--- config.mk ---
export PLATFORM = sky130hd
export DESIGN_NAME = regulator_control_register_bank
export DESIGN_NICKNAME = d
export VERILOG_FILES = /design/src/design/regbank_pkg.sv /design/src/design/ctrl_byte_reg.sv /design/src/design/regulator_control_register_bank.sv
export SDC_FILE = /design/constraint.sdc
export NUM_CORES = 1
export LEC_CHECK = 0
export BUFFER_PORTS_ARGS = -buffer_cell sky130_fd_sc_hd__buf_2
export CAP_MARGIN = 20
export CORE_MARGIN = 2
export CORE_UTILIZATION = 46
export CTS_CLUSTER_SIZE = 28
export DETAILED_ROUTE_END_ITERATION = 16
export PLACE_DENSITY = 0.75
export SLEW_MARGIN = 20
export SYNTH_ARGS = -nofsm -noshare
export SYNTH_HDL_FRONTEND = slang
export SYNTH_SLANG_ARGS = --single-unit
--- constraint.sdc ---
create_clock -name clk -period 2.4 [get_ports clk]
set_input_delay 0.36 -clock clk [delete_from_list [all_inputs] [get_ports clk]]
set_output_delay 0.36 -clock clk [all_outputs]
set_load 0.05 [all_outputs]
--- src/design/regbank_pkg.sv ---
// Purpose: Shared constants for the regulator control register bank.
// Assumes: Byte-wide registers at fixed byte offsets of the serial interface.
// Notes:   Field positions and reset values are defined here; the assertions and the bench repeat some of them as literals.
package regbank_pkg;

    localparam int          ADDR_W          = 8;
    localparam int          DATA_W          = 8;

    localparam logic [7:0]  OFS_REVISION    = 8'h03;
    localparam logic [7:0]  OFS_REG1_CTRL   = 8'h04;
    localparam logic [7:0]  OFS_REG1_CONF   = 8'h05;
    localparam logic [7:0]  OFS_REG2_CTRL   = 8'h06;

    localparam logic [7:0]  RST_REVISION    = 8'h00;
    localparam logic [7:0]  RST_CTRL        = 8'h22;
    localparam logic [7:0]  RST_CONF        = 8'h22;
    localparam logic [7:0]  UNMAPPED_DATA   = 8'h00;

    // Writable bits; reserved bits hold zero and read as zero.
    localparam logic [7:0]  MASK_REG1_CTRL  = 8'hBF;
    localparam logic [7:0]  MASK_REG2_CTRL  = 8'hBB;
    localparam logic [7:0]  MASK_CONF       = 8'h3F;

    localparam int          BIT_RESIDUAL    = 7;
    localparam int          BIT_PULLDOWN    = 5;
    localparam int          BIT_MONITOR     = 4;
    localparam int          BIT_VSEL        = 3;
    localparam int          BIT_MULTIPHASE  = 2;
    localparam int          BIT_FORCE_PWM   = 1;
    localparam int          BIT_ENABLE      = 0;

    localparam int          ILIM_MSB        = 5;
    localparam int          ILIM_LSB        = 3;
    localparam int          SLEW_MSB        = 2;
    localparam int          SLEW_LSB        = 0;

    // Current limit codes: 2.5 A, 3.5 A, 4.5 A, 6.5 A, 7.5 A; 000, 001 and 101 are reserved.
    localparam logic [2:0]  ILIM_2A5        = 3'h2;
    localparam logic [2:0]  ILIM_3A5        = 3'h3;
    localparam logic [2:0]  ILIM_4A5        = 3'h4;
    localparam logic [2:0]  ILIM_GAP        = 3'h5;
    localparam logic [2:0]  ILIM_6A5        = 3'h6;
    localparam logic [2:0]  ILIM_7A5        = 3'h7;

    // Slew codes in mV/us: 33, 20, 10, 5.0, 2.5, 1.3, 0.63, 0.31.
    localparam logic [2:0]  SLEW_33         = 3'h0;
    localparam logic [2:0]  SLEW_2P5        = 3'h4;
    localparam logic [2:0]  SLEW_0P31       = 3'h7;

endpackage

--- src/design/ctrl_byte_reg.sv ---
// Purpose: One regulator control byte with reset, NVM default load and bus write.
// Assumes: Reset beats NVM load, NVM load beats a bus write in the same cycle.
// Notes:   Reserved bits are forced to zero by the write mask.
module ctrl_byte_reg #(
    parameter logic [7:0] RESET_VALUE = regbank_pkg::RST_CTRL,
    parameter logic [7:0] WRITE_MASK  = regbank_pkg::MASK_REG1_CTRL
) (
    input  wire logic       clk,
    input  wire logic       sys_rst,
    input  wire logic       nvm_load,
    input  wire logic [7:0] nvm_value,
    input  wire logic       wr_en,
    input  wire logic [7:0] wr_data,
    output logic      [7:0] value
);

    typedef struct packed {
        logic [7:0] data;
    } ctrl_state_t;

    ctrl_state_t state_reg;
    ctrl_state_t state_next;

    always_comb
    begin
        state_next = state_reg;
        if (nvm_load)
        begin
            state_next.data = nvm_value & WRITE_MASK;
        end
        else if (wr_en)
        begin
            state_next.data = wr_data & WRITE_MASK;
        end
    end

    always_ff @(posedge clk)
    begin
        if (sys_rst)
        begin
            state_reg.data <= RESET_VALUE & WRITE_MASK;
        end
        else
        begin
            state_reg <= state_next;
        end
    end

    assign value = state_reg.data;

endmodule

--- src/design/regulator_control_register_bank.sv ---
// Purpose: Register bank for the revision byte and the first two regulator channels.
// Assumes: The serial interface decoder drives a one-cycle write or read strobe on clk.
// Notes:   Read data appears one cycle after the read strobe; unmapped reads give zero.
module regulator_control_register_bank #(
    parameter logic [2:0] ILIM_MAX_CODE = regbank_pkg::ILIM_7A5
) (
    input  wire logic       clk,
    input  wire logic       sys_rst,
    input  wire logic       nvm_load,
    input  wire logic [7:0] nvm_revision,
    input  wire logic [7:0] nvm_reg1_ctrl,
    input  wire logic [7:0] nvm_reg1_conf,
    input  wire logic [7:0] nvm_reg2_ctrl,
    input  wire logic [7:0] bus_addr,
    input  wire logic       bus_wr,
    input  wire logic [7:0] bus_wdata,
    input  wire logic       bus_rd,
    output logic      [7:0] bus_rdata,
    output logic            bus_rvalid,
    output logic      [7:0] nvm_revision_field,
    output logic            reg1_residual_check_en,
    output logic            reg1_pulldown_en,
    output logic            reg1_monitor_en,
    output logic            reg1_voltage_select,
    output logic            reg1_force_multiphase,
    output logic            reg1_force_pwm,
    output logic            reg1_enable,
    output logic      [2:0] reg1_current_limit,
    output logic      [2:0] reg1_slew_select,
    output logic            reg2_residual_check_en,
    output logic            reg2_pulldown_en,
    output logic            reg2_monitor_en,
    output logic            reg2_voltage_select,
    output logic            reg2_force_pwm,
    output logic            reg2_enable
);

    if (ILIM_MAX_CODE < regbank_pkg::ILIM_2A5 || ILIM_MAX_CODE == regbank_pkg::ILIM_GAP)
    begin : g_bad_ilim
        $error("ILIM_MAX_CODE must be a valid current limit code");
    end

    typedef struct packed {
        logic [7:0] revision;
        logic [7:0] conf;
        logic [7:0] rdata;
        logic       rvalid;
    } bank_state_t;

    bank_state_t state_reg;
    bank_state_t state_next;
    logic [7:0]  ctrl_value [2];

    function automatic logic hit(input logic [7:0] addr, input logic [7:0] offset);
        return addr == offset;
    endfunction

    // Reserved codes never reach the analog side; the ceiling caps each new legal code, but not the kept old code or the reset code 4.
    function automatic logic [2:0] ilim_filter(input logic [2:0] code, input logic [2:0] old);
        logic [2:0] result;
        result = old;
        if (code >= regbank_pkg::ILIM_2A5 && code != regbank_pkg::ILIM_GAP)
        begin
            result = (code > ILIM_MAX_CODE) ? ILIM_MAX_CODE : code;
        end
        return result;
    endfunction

    function automatic logic [7:0] conf_filter(input logic [7:0] data, input logic [7:0] old);
        logic [7:0] result;
        result = data & regbank_pkg::MASK_CONF;
        result[regbank_pkg::ILIM_MSB:regbank_pkg::ILIM_LSB] =
            ilim_filter(data[regbank_pkg::ILIM_MSB:regbank_pkg::ILIM_LSB],
                        old[regbank_pkg::ILIM_MSB:regbank_pkg::ILIM_LSB]);
        return result;
    endfunction

    for (genvar g = 0; g < 2; g++)
    begin : g_ctrl
        localparam logic [7:0] OFS  = (g == 0) ? regbank_pkg::OFS_REG1_CTRL
                                               : regbank_pkg::OFS_REG2_CTRL;
        localparam logic [7:0] MASK = (g == 0) ? regbank_pkg::MASK_REG1_CTRL
                                               : regbank_pkg::MASK_REG2_CTRL;
        ctrl_byte_reg #(
            .RESET_VALUE (regbank_pkg::RST_CTRL),
            .WRITE_MASK  (MASK)
        ) u_ctrl (
            .clk       (clk),
            .sys_rst   (sys_rst),
            .nvm_load  (nvm_load),
            .nvm_value ((g == 0) ? nvm_reg1_ctrl : nvm_reg2_ctrl),
            .wr_en     (bus_wr && hit(bus_addr, OFS)),
            .wr_data   (bus_wdata),
            .value     (ctrl_value[g])
        );
    end

    always_comb
    begin
        state_next        = state_reg;
        state_next.rvalid = bus_rd;
        if (nvm_load)
        begin
            state_next.revision = nvm_revision;
            state_next.conf     = conf_filter(nvm_reg1_conf, regbank_pkg::RST_CONF);
        end
        else if (bus_wr && hit(bus_addr, regbank_pkg::OFS_REG1_CONF))
        begin
            // No enable check here: a new limit applies while running.
            state_next.conf = conf_filter(bus_wdata, state_reg.conf);
        end
        if (bus_rd)
        begin
            if (hit(bus_addr, regbank_pkg::OFS_REVISION))
            begin
                state_next.rdata = state_reg.revision;
            end
            else if (hit(bus_addr, regbank_pkg::OFS_REG1_CTRL))
            begin
                state_next.rdata = ctrl_value[0];
            end
            else if (hit(bus_addr, regbank_pkg::OFS_REG1_CONF))
            begin
                state_next.rdata = state_reg.conf;
            end
            else if (hit(bus_addr, regbank_pkg::OFS_REG2_CTRL))
            begin
                state_next.rdata = ctrl_value[1];
            end
            else
            begin
                state_next.rdata = regbank_pkg::UNMAPPED_DATA;
            end
        end
    end

    always_ff @(posedge clk)
    begin
        if (sys_rst)
        begin
            state_reg.revision <= regbank_pkg::RST_REVISION;
            state_reg.conf     <= regbank_pkg::RST_CONF;
            state_reg.rdata    <= regbank_pkg::UNMAPPED_DATA;
            state_reg.rvalid   <= 1'b0;
        end
        else
        begin
            state_reg <= state_next;
        end
    end

    assign bus_rdata              = state_reg.rdata;
    assign bus_rvalid             = state_reg.rvalid;
    assign nvm_revision_field     = state_reg.revision;
    assign reg1_residual_check_en = ctrl_value[0][regbank_pkg::BIT_RESIDUAL];
    assign reg1_pulldown_en       = ctrl_value[0][regbank_pkg::BIT_PULLDOWN];
    assign reg1_monitor_en        = ctrl_value[0][regbank_pkg::BIT_MONITOR];
    assign reg1_voltage_select    = ctrl_value[0][regbank_pkg::BIT_VSEL];
    assign reg1_force_multiphase  = ctrl_value[0][regbank_pkg::BIT_MULTIPHASE];
    assign reg1_force_pwm         = ctrl_value[0][regbank_pkg::BIT_FORCE_PWM];
    assign reg1_enable            = ctrl_value[0][regbank_pkg::BIT_ENABLE];
    assign reg1_current_limit     = state_reg.conf[regbank_pkg::ILIM_MSB:regbank_pkg::ILIM_LSB];
    assign reg1_slew_select       = state_reg.conf[regbank_pkg::SLEW_MSB:regbank_pkg::SLEW_LSB];
    assign reg2_residual_check_en = ctrl_value[1][regbank_pkg::BIT_RESIDUAL];
    assign reg2_pulldown_en       = ctrl_value[1][regbank_pkg::BIT_PULLDOWN];
    assign reg2_monitor_en        = ctrl_value[1][regbank_pkg::BIT_MONITOR];
    assign reg2_voltage_select    = ctrl_value[1][regbank_pkg::BIT_VSEL];
    assign reg2_force_pwm         = ctrl_value[1][regbank_pkg::BIT_FORCE_PWM];
    assign reg2_enable            = ctrl_value[1][regbank_pkg::BIT_ENABLE];

    logic wr_idle;
    assign wr_idle = bus_wr && !nvm_load;

    property p_revision_locked;
        @(posedge clk) disable iff (sys_rst)
        !nvm_load |=> $stable(nvm_revision_field);
    endproperty
    a_revision_locked: assert property (p_revision_locked)
        else $error("Revision byte changed without an NVM load.");

    property p_reset_defaults;
        @(posedge clk)
        sys_rst |=> (ctrl_value[0] == 8'h22 && ctrl_value[1] == 8'h22
                     && state_reg.conf == 8'h22 && !bus_rvalid);
    endproperty
    a_reset_defaults: assert property (p_reset_defaults)
        else $error("Registers did not take their reset values.");

    property p_nvm_default;
        @(posedge clk) disable iff (sys_rst)
        nvm_load |=> ctrl_value[0] == ($past(nvm_reg1_ctrl) & 8'hBF)
                     && nvm_revision_field == $past(nvm_revision);
    endproperty
    a_nvm_default: assert property (p_nvm_default)
        else $error("NVM defaults were not loaded.");

    property p_ctrl1_write;
        @(posedge clk) disable iff (sys_rst)
        wr_idle && bus_addr == 8'h04 |=>
            {reg1_residual_check_en, reg1_pulldown_en, reg1_monitor_en, reg1_voltage_select,
             reg1_force_multiphase, reg1_force_pwm, reg1_enable}
            == {$past(bus_wdata[7]), $past(bus_wdata[5:0])};
    endproperty
    a_ctrl1_write: assert property (p_ctrl1_write)
        else $error("Regulator one control write did not land on its outputs.");

    property p_ctrl2_reserved;
        @(posedge clk) disable iff (sys_rst)
        wr_idle && bus_addr == 8'h06 |=> ctrl_value[1][2] == 1'b0 && ctrl_value[1][6] == 1'b0
            && reg2_enable == $past(bus_wdata[0]) && reg2_force_pwm == $past(bus_wdata[1]);
    endproperty
    a_ctrl2_reserved: assert property (p_ctrl2_reserved)
        else $error("Regulator two reserved bit was stored.");

    property p_ilim_legal;
        @(posedge clk) disable iff (sys_rst)
        ##1 (reg1_current_limit >= 3'h2 && reg1_current_limit != 3'h5
             && reg1_current_limit <= ILIM_MAX_CODE && state_reg.conf[7:6] == 2'h0);
    endproperty
    a_ilim_legal: assert property (p_ilim_legal)
        else $error("Current limit holds a reserved or excessive code.");

    property p_ilim_live;
        @(posedge clk) disable iff (sys_rst)
        wr_idle && bus_addr == 8'h05 && reg1_enable && bus_wdata[5:3] == 3'h3 |=>
            reg1_current_limit == 3'h3 && reg1_slew_select == $past(bus_wdata[2:0]);
    endproperty
    a_ilim_live: assert property (p_ilim_live)
        else $error("Settings write did not take effect while running.");

    property p_read_back;
        @(posedge clk) disable iff (sys_rst)
        bus_rd && !bus_wr && !nvm_load && bus_addr == 8'h03 ##1 !nvm_load
            |-> bus_rvalid && bus_rdata == nvm_revision_field;
    endproperty
    a_read_back: assert property (p_read_back)
        else $error("Revision read returned the wrong value.");

    property p_unmapped;
        @(posedge clk) disable iff (sys_rst)
        bus_rd && bus_addr > 8'h06 |=> bus_rvalid && bus_rdata == 8'h00;
    endproperty
    a_unmapped: assert property (p_unmapped)
        else $error("Unmapped read did not return zero.");

endmodule

Word level (Yosys, flattened, before mapping)
Cells that the tools add are included.
{"block": "word_totals", "register_bits": 36, "out_inout_bits": 36}
{"block": "op_classes", "magnitude_cmp": 4, "eq_ne": 6, "mux": 14, "n_reduce_logical": 10}
{"cell": "$mux W8", "count": 8}
{"cell": "$eq A8 B3 Y1 const B", "count": 3}
{"cell": "$mux W3", "count": 4}
{"cell": "$mux W6", "count": 2}
{"cell": "$eq A8 B2 Y1 const B", "count": 1}
{"cell": "$reduce_bool A2 Y1", "count": 4}
{"cell": "$ge A3 B2 Y1 const B", "count": 2}
{"cell": "$gt A3 B3 Y1 const B", "count": 2}
{"cell": "$ne A3 B3 Y1 const B", "count": 2}
{"cell": "$logic_and A1 B1 Y1", "count": 5}
{"cell": "$reduce_and A2 Y1", "count": 1}

Longest topological paths before layout
Gate-level depths: netlist of the first run.
{"block": "depth", "ltp_word": 5, "depth_mapped": 6}

Cells and area by module
Synthesis of the first run repeated with hierarchy kept, for this count alone.
{"block": "unflattened", "hier_cells": 204, "area_unflattened_um2": 1836.8}
{"module": "regulator_control_register_bank", "n_inst": 1, "cells_per_inst": 140, "area_each_um2": 1199.9}
{"module": "ctrl_byte_reg (g_ctrl[0].u_ctrl)", "n_inst": 1, "cells_per_inst": 34, "area_each_um2": 339.1}
{"module": "ctrl_byte_reg (g_ctrl[1].u_ctrl)", "n_inst": 1, "cells_per_inst": 30, "area_each_um2": 297.8}

Worst setup path after synthesis of the first run
OpenSTA, ideal clock, no wires.
{"block": "synth_timing", "path_type": "input-to-reg", "from": "input bus_addr[7]", "to": "register state_reg, in the netlist bus_rdata[0]", "t_arrival_ps": 1840, "setup_slack_ps": 444, "path_stages": 5, "path_buffers": 1, "cell_sequence": "or4_4 or4b_4 buf_6 o221ai_2 nand2_1"}
{"block": "synth_between", "elab_chain_cells": 5, "word_cells_on_any_way": 8}
{"element": "start, declared", "line_no": "regulator_control_register_bank.sv:14", "rtl": "input wire logic [7:0] bus_addr,"}
{"element": "$eq A8 B3 Y1", "line_no": "regulator_control_register_bank.sv:55", "rtl": "return addr == offset;"}
{"element": "$mux W8", "line_no": "regulator_control_register_bank.sv:126", "rtl": "else if (hit(bus_addr, regbank_pkg::OFS_REG2_CTRL))"}
{"element": "$mux W8", "line_no": "regulator_control_register_bank.sv:122", "rtl": "else if (hit(bus_addr, regbank_pkg::OFS_REG1_CONF))"}
{"element": "$mux W8", "line_no": "regulator_control_register_bank.sv:118", "rtl": "else if (hit(bus_addr, regbank_pkg::OFS_REG1_CTRL))"}
{"element": "$mux W8 (*)", "line_no": "regulator_control_register_bank.sv:114", "rtl": "if (hit(bus_addr, regbank_pkg::OFS_REVISION))"}
{"element": "end signal, assigned", "line_no": "regulator_control_register_bank.sv:148", "rtl": "state_reg <= state_next;"}
{"element": "end, declared", "line_no": "regulator_control_register_bank.sv:50", "rtl": "bank_state_t state_reg;"}
Every way passes the cells marked *; elsewhere a longest branch is shown, timed or not.
A chain may end at the register's enable or synchronous reset.

Worst setup path in the final report of the first run
{"block": "layout_timing", "from": "input bus_addr[7]", "to": "register g_ctrl[1].u_ctrl.state_reg, in the netlist g_ctrl[1].u_ctrl.value[3]"}
{"block": "layout_between", "elab_chain_cells": 3}
{"element": "$eq A8 B3 Y1", "line_no": "regulator_control_register_bank.sv:55"}
{"element": "$logic_and A1 B1 Y1", "line_no": "regulator_control_register_bank.sv:92", "rtl": ".wr_en (bus_wr && hit(bus_addr, OFS)),"}
{"element": "$reduce_bool A2 Y1 (no line)"}
{"element": "end signal, assigned", "line_no": "ctrl_byte_reg.sv:45", "rtl": "state_reg <= state_next;"}
{"element": "end, declared", "line_no": "ctrl_byte_reg.sv:21", "rtl": "ctrl_state_t state_reg;"}
Every way passes these cells.

==> results_dict.tcl, run 1 <==
set metrics [dict create \
    status "complete, no violations" \
    detail_route.first_pass.iterations 4 \
    crit_path_max_incr_delay_ns 0.61 \
    hold_buffers 0 \
    number_of_buffers_and_inverters_on_the_critical_path 1 \
    detail_route.wirelength_um 4475 \
    detailedRoute.firstIterationViolations 70 \
    cp_slowest_cell "sky130_fd_sc_hd__or4_4" \
    tritoncts_buffers 5 \
    initial_utilization_pct 47.45 \
    vias_in_the_first_global_route 1550 \
    hold_ws_ns 0.3133 \
    finish.net_count 334 \
    max_slew_margin_pct 49.40 \
    peak_vdd_ir_uv 385.0 \
    grt_start_max_net_pins 42 \
    syn-num-nets 257 \
    maximum_achievable_frequency_mhz 536.5 \
    die_height_um 67.77 \
    final-hold-violation-count 0 \
    hold_path.class "input port to register" \
    slew_viol_final 0 \
    gp_congestion 0.7734 \
    synth_cell_type_count 40 \
    final.period_utilization_pct 77.67 \
    numPortBuffers 82 \
    inserted_diodes 0 \
    worstPathCellList "buf_2 > or4_4 > nor4b_4 > nor3_1 > a2111oi_0" \
    ff2ff_setup_slack_ns 1.41 \
    report.final.setup_viol 0 \
    async_reset_ff_share_pct 0 \
    worstSkewPairLatency_ns 0.28 \
    pin_count 89 \
    clkSinkCount 36 \
    grt_setup_unrepaired "no" \
    syn_inst 204 \
    hpwl_um 3430 \
    area_growth_pct 27.83 \
    post_cts_buffers 0 \
    arrival_time_of_the_worst_setup_path_ns 2.03 \
    drcViolationCount 0 \
    post_synth_edffs 0 \
    row_count 23 \
    setup-tns-final_ns 0 \
    final_cell_mix "sky130_fd_sc_hd__buf_2 (82), sky130_fd_sc_hd__dfxtp_1 (36), sky130_fd_sc_hd__nor2_1 (22), sky130_fd_sc_hd__nand2_1 (17), sky130_fd_sc_hd__mux2i_1 (15)" \
    cell_area_placed_mm2 0.002301 \
    via_count 1739 \
    startpoint_class "input port" \
    std_cell_core_area_mm2 0.003943 \
    grt_first_pass_wirelength_um 7072 \
    cts_tree "yes" \
    global_route.overflow_total 0 \
    worst-path-stages 5 \
    clk_root_buffer_cell "sky130_fd_sc_hd__clkbuf_8" \
    die_area_mm2 0.004593 \
    critical_path.top_delay_family "simple AND/OR/NAND/NOR gates" \
    postSynth.topFlopCell "sky130_fd_sc_hd__dfxtp_1" \
    worstSetupPathType "input port to register" \
    ys.warnings.count 0 \
    worst_setup_skew_after_layout_ns 0.003420 \
    critical_path_data_required_time_ns 2.56 \
    cap_viol_max_count 0 \
    period_minus_slack_ns 1.864 \
    crit-reg2reg-launch "g_ctrl[1].u_ctrl.value[4]" \
    startpoint "bus_addr[7]" \
    postSynthAreaPerCell_um2 9.169 \
    die_w_um 67.77 \
    power-per-cell-area_mw_per_mm2 578.5 \
    power.static_leakage_nw 1.083 \
    layout.filler_cells 359 \
    crit_path_end_kind "register" \
    number_of_levels_the_h_tree_was_split_into 2 \
    worst_setup_hold_path_clk_slew_ns 0.07 \
    final_design_instance_area_without_fill_mm2 0.002391 \
    final_core_utilization_pct 60.65 \
    global_route.usage.total_pct 20.60 \
    critical_path_peak_fanout 9 \
    post_drt_via_cell_ratio 5.238 \
    grt_antenna_before_repair 0 \
    drive_gt1_share_pct 37.59 \
    min_from "nvm_revision[6]" \
    worstRegToRegCells 4 \
    cts_resized 0 \
    synth-seq-area-share_pct 38.53 \
    reg2reg_to "bus_rdata[4]" \
    worst-slew-pin-transition_ns 0.7590 \
    clk_path_buf_depth 2 \
    worst_setup_path_endpoint "g_ctrl[1].u_ctrl.value[3]" \
    layout_commonest_cell "sky130_fd_sc_hd__buf_2" \
    detail_route.wl_per_cell_um 13.48 \
    final_antenna_net_count 0 \
    yosys_register_bits 36 \
    synth.cell_area_mm2 0.001871 \
]
==> synthesized netlist by cell type, types with 2 or more instances <==
cell type,number,area [um^2]
sky130_fd_sc_hd__nand2_1,17,63.81
sky130_fd_sc_hd__nor4_4,2,42.54
sky130_fd_sc_hd__nor3_1,11,55.05
sky130_fd_sc_hd__o21ai_1,2,10.01
sky130_fd_sc_hd__nand3b_1,7,52.55
sky130_fd_sc_hd__nor4_1,5,31.28
sky130_fd_sc_hd__o311a_1,2,20.02
sky130_fd_sc_hd__a2111oi_0,8,70.07
sky130_fd_sc_hd__mux2_1,2,22.52
sky130_fd_sc_hd__buf_1,2,7.510
sky130_fd_sc_hd__nor2_1,22,82.58
sky130_fd_sc_hd__mux2i_1,15,150.1
sky130_fd_sc_hd__dfxtp_1,36,720.7
sky130_fd_sc_hd__nor2b_1,11,68.82
sky130_fd_sc_hd__inv_1,3,11.26
sky130_fd_sc_hd__a21oi_1,6,30.03
sky130_fd_sc_hd__a211oi_1,5,37.54
sky130_fd_sc_hd__nor3b_1,5,37.54
sky130_fd_sc_hd__o221ai_2,5,75.07
sky130_fd_sc_hd__a21boi_0,5,37.54
sky130_fd_sc_hd__clkbuf_1,11,41.29
sky130_fd_sc_hd__nand2b_1,4,25.02
==> power breakdown <==
group	switching (W)	total, W	internal [W]	leakage, nW
Combinational	0.000203	0.000302	0.0000992	0.741
Sequential	0.0000248	0.000653	0.000628	0.296
Clock	0.000194	0.000428	0.000234	0.0455
==> final cells by class <==
cell class | count | area, um^2 | area share, %
Timing Repair Buffer | 86 | 440.4 | 18.42
Sequential cell | 36 | 720.7 | 30.14
Multi-Input combinational cell | 148 | 1062 | 44.43
Tap cell | 50 | 62.56 | 2.616
Clock buffer | 8 | 90.09 | 3.768
Inverter | 4 | 15.01 | 0.6279
==> cells by family (layout without fill, tap and decap cells) <==
kind of cell           count (synthesis)  after routing  share of synthesized area, %
AOI/OAI and AO/OA                     39             39                         17.93
DFF                                   36             36                         38.53
muxes                                 17             17                         9.230
and+or+nand+nor                       92             92                         29.63
buffers and inverters                 20             98                         4.682
==> layer usage <==
metal  global-route usage, %  up-vias  wire, um
li1                        -      906         -
met1                   26.55      778      2031
met2                   32.84       49      2099
met3                   6.167        6       293
met4                   6.750        0        51
met5                       0        -         0
==> registers in the layout, indices dropped and copies added, names as in the netlist <==
name                 flops
bus_rdata                8
reg1_current_limit       3
reg1_slew_select         3
bus_rvalid               1
nvm_revision_field       8
g_ctrl.u_ctrl.value     13
==> worst reg2reg max path, stage by stage (launching register included) <==
cell                       delay [ns]
sky130_fd_sc_hd__dfxtp_1         0.37
sky130_fd_sc_hd__nand3b_1        0.09
sky130_fd_sc_hd__a21boi_0        0.25
sky130_fd_sc_hd__o221ai_2        0.14
sky130_fd_sc_hd__nand2_1         0.09
==> through the flow <==
| step | worst slack (ns) | power [W] | instances |
|---|---|---|---|
| global placement | 0.2760 | 0.0009663 | 324 |
| finish | 0.5360 | 0.001383 | 332 |
| global route | 0.3187 | 0.001453 | 332 |
| CTS | 0.5337 | 0.001397 | 332 |
| floorplan | 0.4435 | 0.0008732 | 204 |
| detailed placement | 0.2421 | 0.0009694 | 324 |
==> worst min path at each step <==
stage / end / slack [ns] / cells after the start
after floorplan: bus_rvalid / 0.51 / 2
after global placement: bus_rdata[3] / 0.43 / 2
after detailed placement: bus_rdata[0] / 0.43 / 2
after CTS: nvm_revision_field[0] / 0.31 / 3
after global routing: nvm_revision_field[5] / 0.32 / 3
final: nvm_revision_field[6] / 0.31 / 3
Power figures use the tool's default switching activity.
==> run 2, diff against run 1 <==
--- a/config.mk
+++ b/config.mk
@@ -5,13 +5,14 @@
 export SDC_FILE = /design/constraint.sdc
 export NUM_CORES = 1
 export LEC_CHECK = 0
+export ABC_AREA = 1
 export BUFFER_PORTS_ARGS = -buffer_cell sky130_fd_sc_hd__buf_2
 export CAP_MARGIN = 20
 export CORE_MARGIN = 2
-export CORE_UTILIZATION = 46
+export CORE_UTILIZATION = 42
 export CTS_CLUSTER_SIZE = 28
 export DETAILED_ROUTE_END_ITERATION = 16
-export PLACE_DENSITY = 0.75
+export PLACE_DENSITY = 0.72
 export SLEW_MARGIN = 20
 export SYNTH_ARGS = -nofsm -noshare
 export SYNTH_HDL_FRONTEND = slang
==> constraint.sdc (replaced) <==
create_clock -name clk -period 1.7 [get_ports clk]
set_input_delay 0.255 -clock clk [delete_from_list [all_inputs] [get_ports clk]]
set_output_delay 0.255 -clock clk [all_outputs]
set_load 0.05 [all_outputs]
==> run 2 against run 1 <==
  * Sequential share of layout area about the same
  * Cell area down 0.10%
  * Final cell count up 20%
  * Non-clock buffer count unchanged
  * Worst hold slack worse by 0.13 ns
  * Via count up 13%
  * Highest routed layer unchanged
==> results_dict.tcl, run 2 <==
set metrics [dict create \
    drive_gt1_share_pct 33.72 \
    dr_wl_met3_um 372 \
    slew_viol_final 0 \
    met2_length_um 2302 \
    final_antenna_net_count 0 \
    yosys_register_bits 36 \
    pin_count 89 \
    yosys-mux-area-fraction_pct 0 \
    final_core_utilization_pct 54.86 \
    routed.top_layer "met4" \
    synth.cell_area_mm2 0.001886 \
    hold_path.class "input port to register" \
    power-per-cell-area_mw_per_mm2 838.6 \
    grt_antenna_before_repair 0 \
    vias_in_the_first_global_route 1829 \
    period_minus_slack_ns 1.254 \
    worstSetupPathType "register to output pin" \
    yosysMostFrequentCell "sky130_fd_sc_hd__nand2_1" \
    hold_ws_ns 0.1847 \
    post_synth_edffs 0 \
    synth-xor-area-share_pct 0 \
    cp_slowest_cell "sky130_fd_sc_hd__dfxtp_1" \
    via_count 1962 \
    postSynthAreaPerCell_um2 7.089 \
    postSynth.topFlopCell "sky130_fd_sc_hd__dfxtp_1" \
    largest_reg_flops 13 \
    final_cell_mix "sky130_fd_sc_hd__buf_2 (82), sky130_fd_sc_hd__nand2_1 (68), sky130_fd_sc_hd__dfxtp_1 (36), sky130_fd_sc_hd__nor2_1 (32), sky130_fd_sc_hd__a21oi_1 (28)" \
    die_w_um 71.01 \
    worst-slew-pin-transition_ns 0.3509 \
    detail_route.wirelength_um 4994 \
    cap_viol_max_count 0 \
    area_growth_pct 26.68 \
    post_drt_via_cell_ratio 4.917 \
    drcViolationCount 0 \
    die_height_um 71.01 \
    initial_utilization_pct 43.30 \
    number_of_buffers_and_inverters_on_the_critical_path 1 \
    crit_path_max_incr_delay_ns 0.41 \
    layout.filler_cells 452 \
    power.static_leakage_nw 1.217 \
    crit_path_end_kind "output pin" \
    grt_setup_unrepaired "no" \
    die_area_mm2 0.005042 \
    max_slew_margin_pct 76.55 \
    clkSinkCount 36 \
    number_of_levels_the_h_tree_was_split_into 2 \
    final.period_utilization_pct 73.74 \
    worst_setup_skew_after_layout_ns 0.002408 \
    hold_buffers 0 \
    inserted_diodes 0 \
    syn-num-nets 319 \
    synth.top_cells.by_count "sky130_fd_sc_hd__nand2_1 (68), sky130_fd_sc_hd__dfxtp_1 (36), sky130_fd_sc_hd__nor2_1 (32), sky130_fd_sc_hd__a21oi_1 (28), sky130_fd_sc_hd__o21ai_0 (19)" \
    cts_tree "yes" \
    row_count 24 \
    async_reset_ff_share_pct 0 \
    status "complete, no violations" \
    global_route.overflow_total 0 \
    cts_resized 0 \
    drt-met1-wl_um 2264 \
    final-hold-violation-count 0 \
    critical_path.top_delay_family "flip-flops" \
    gp_congestion 0.8206 \
    critical_path_data_required_time_ns 1.44 \
    clk_path_buf_depth 2 \
    hpwl_um 3901 \
    global_route.usage.total_pct 20.62 \
    finish.net_count 399 \
    clk_root_buffer_cell "sky130_fd_sc_hd__clkbuf_8" \
    grt_start_max_net_pins 25 \
    detailedRoute.firstIterationViolations 92 \
    std_cell_core_area_mm2 0.004354 \
    grt_first_pass_wirelength_um 8335 \
    top_area_cell_type_share_of_the_netlist_area_pct 38.22 \
    arrival_time_of_the_worst_setup_path_ns 1.00 \
    worstPathCellList "buf_2" \
    layout_commonest_cell "sky130_fd_sc_hd__buf_2" \
    syn_inst 266 \
    synth-seq-area-share_pct 38.22 \
    report.final.setup_viol 0 \
    worst_setup_hold_path_clk_slew_ns 0.07 \
    numPortBuffers 82 \
    setup-tns-final_ns 0 \
    detail_route.first_pass.iterations 4 \
    worstSkewPairLatency_ns 0.29 \
    maximum_achievable_frequency_mhz 797.7 \
    synth_cell_type_count 27 \
    tritoncts_buffers 5 \
    synthAdderAreaFrac_pct 0 \
    area_of_the_multi_input_gates_um2 997.2 \
    synth_top_family_by_area "simple AND/OR/NAND/NOR gates" \
    synth_simple_gate_area_share_pct 33.38 \
    seqCellArea_um2 720.7 \
    synth_area_in_compound_gates_pct 19.51 \
    yosysTopAreaCell "sky130_fd_sc_hd__dfxtp_1" \
    critical_path_peak_fanout 3 \
    ys.warnings.count 0 \
    detail_route.wl_per_cell_um 12.52 \
    startpoint_class "register" \
    peak_vdd_ir_uv 442.6 \
    post_cts_buffers 0 \
    synthTopCellsByArea "sky130_fd_sc_hd__dfxtp_1 (38%), sky130_fd_sc_hd__nand2_1 (14%), sky130_fd_sc_hd__a21oi_1 (7.4%)" \
]
==> run 2: cell types whose count changed in the layout (fill, tap and decap cells not counted), sizes merged, moves of 14 or more <==
cell   previous run  this run
o21ai             2        27
a21oi             6        32
inv               4        18
mux2i            15         0
nand3             1        23
nand2            17        74
==> run 2: layer usage <==
layer,up-vias,track usage (%)
met5,-,0
met4,0,6.499
met3,6,6.125
met2,78,33.44
met1,848,26.46
li1,1030,-
==> run 2: worst paths after layout <==
check | startpoint | end | slack [ns] | cells past startpoint
min | nvm_revision[2] | nvm_revision_field[2] | 0.18 | 3
max | reg1_current_limit[2] | reg1_current_limit[2] | 0.45 | 1
max reg2reg | g_ctrl[1].u_ctrl.value[5] | bus_rdata[5] | 0.83 | 6
min reg2reg | bus_rdata[7] | bus_rdata[7] | 0.47 | 2
==> run 2: cells by family (layout without fill, tap and decap cells) <==
group | Yosys count | after routing
DFF | 36 | 36
AOI/OAI and AO/OA | 67 | 67
buffers and inverters | 31 | 112
and+or+nand+nor | 132 | 132
==> run 2: power by group <==
group          total (W)  internal, W  leakage, nW  switching [W]
Clock           0.000624     0.000330       0.0455       0.000294
Sequential      0.000927     0.000890        0.297      0.0000368
Combinational   0.000452     0.000129        0.874       0.000323
==> run 2: cell type report <==
class                      instances  share of cell area, %
sequential                        36                  30.17
clock buffer                       8                  3.772
multi-input combinational        199                  41.75
timing repair buffer              86                  18.44
inverter                          18                  3.143
tap                               52                  2.724
==> run 2: through the flow <==
stage	cell area (um^2)	std cells	power, W	worst slack (ns)
floorplan	1886	266	0.001259	0.5409
global placement	2298	391	0.001392	0.3108
detailed placement	2298	391	0.001398	0.2654
CTS	2389	399	0.002016	0.4414
global route	2389	399	0.002093	0.4206
finish	2389	399	0.002003	0.4464
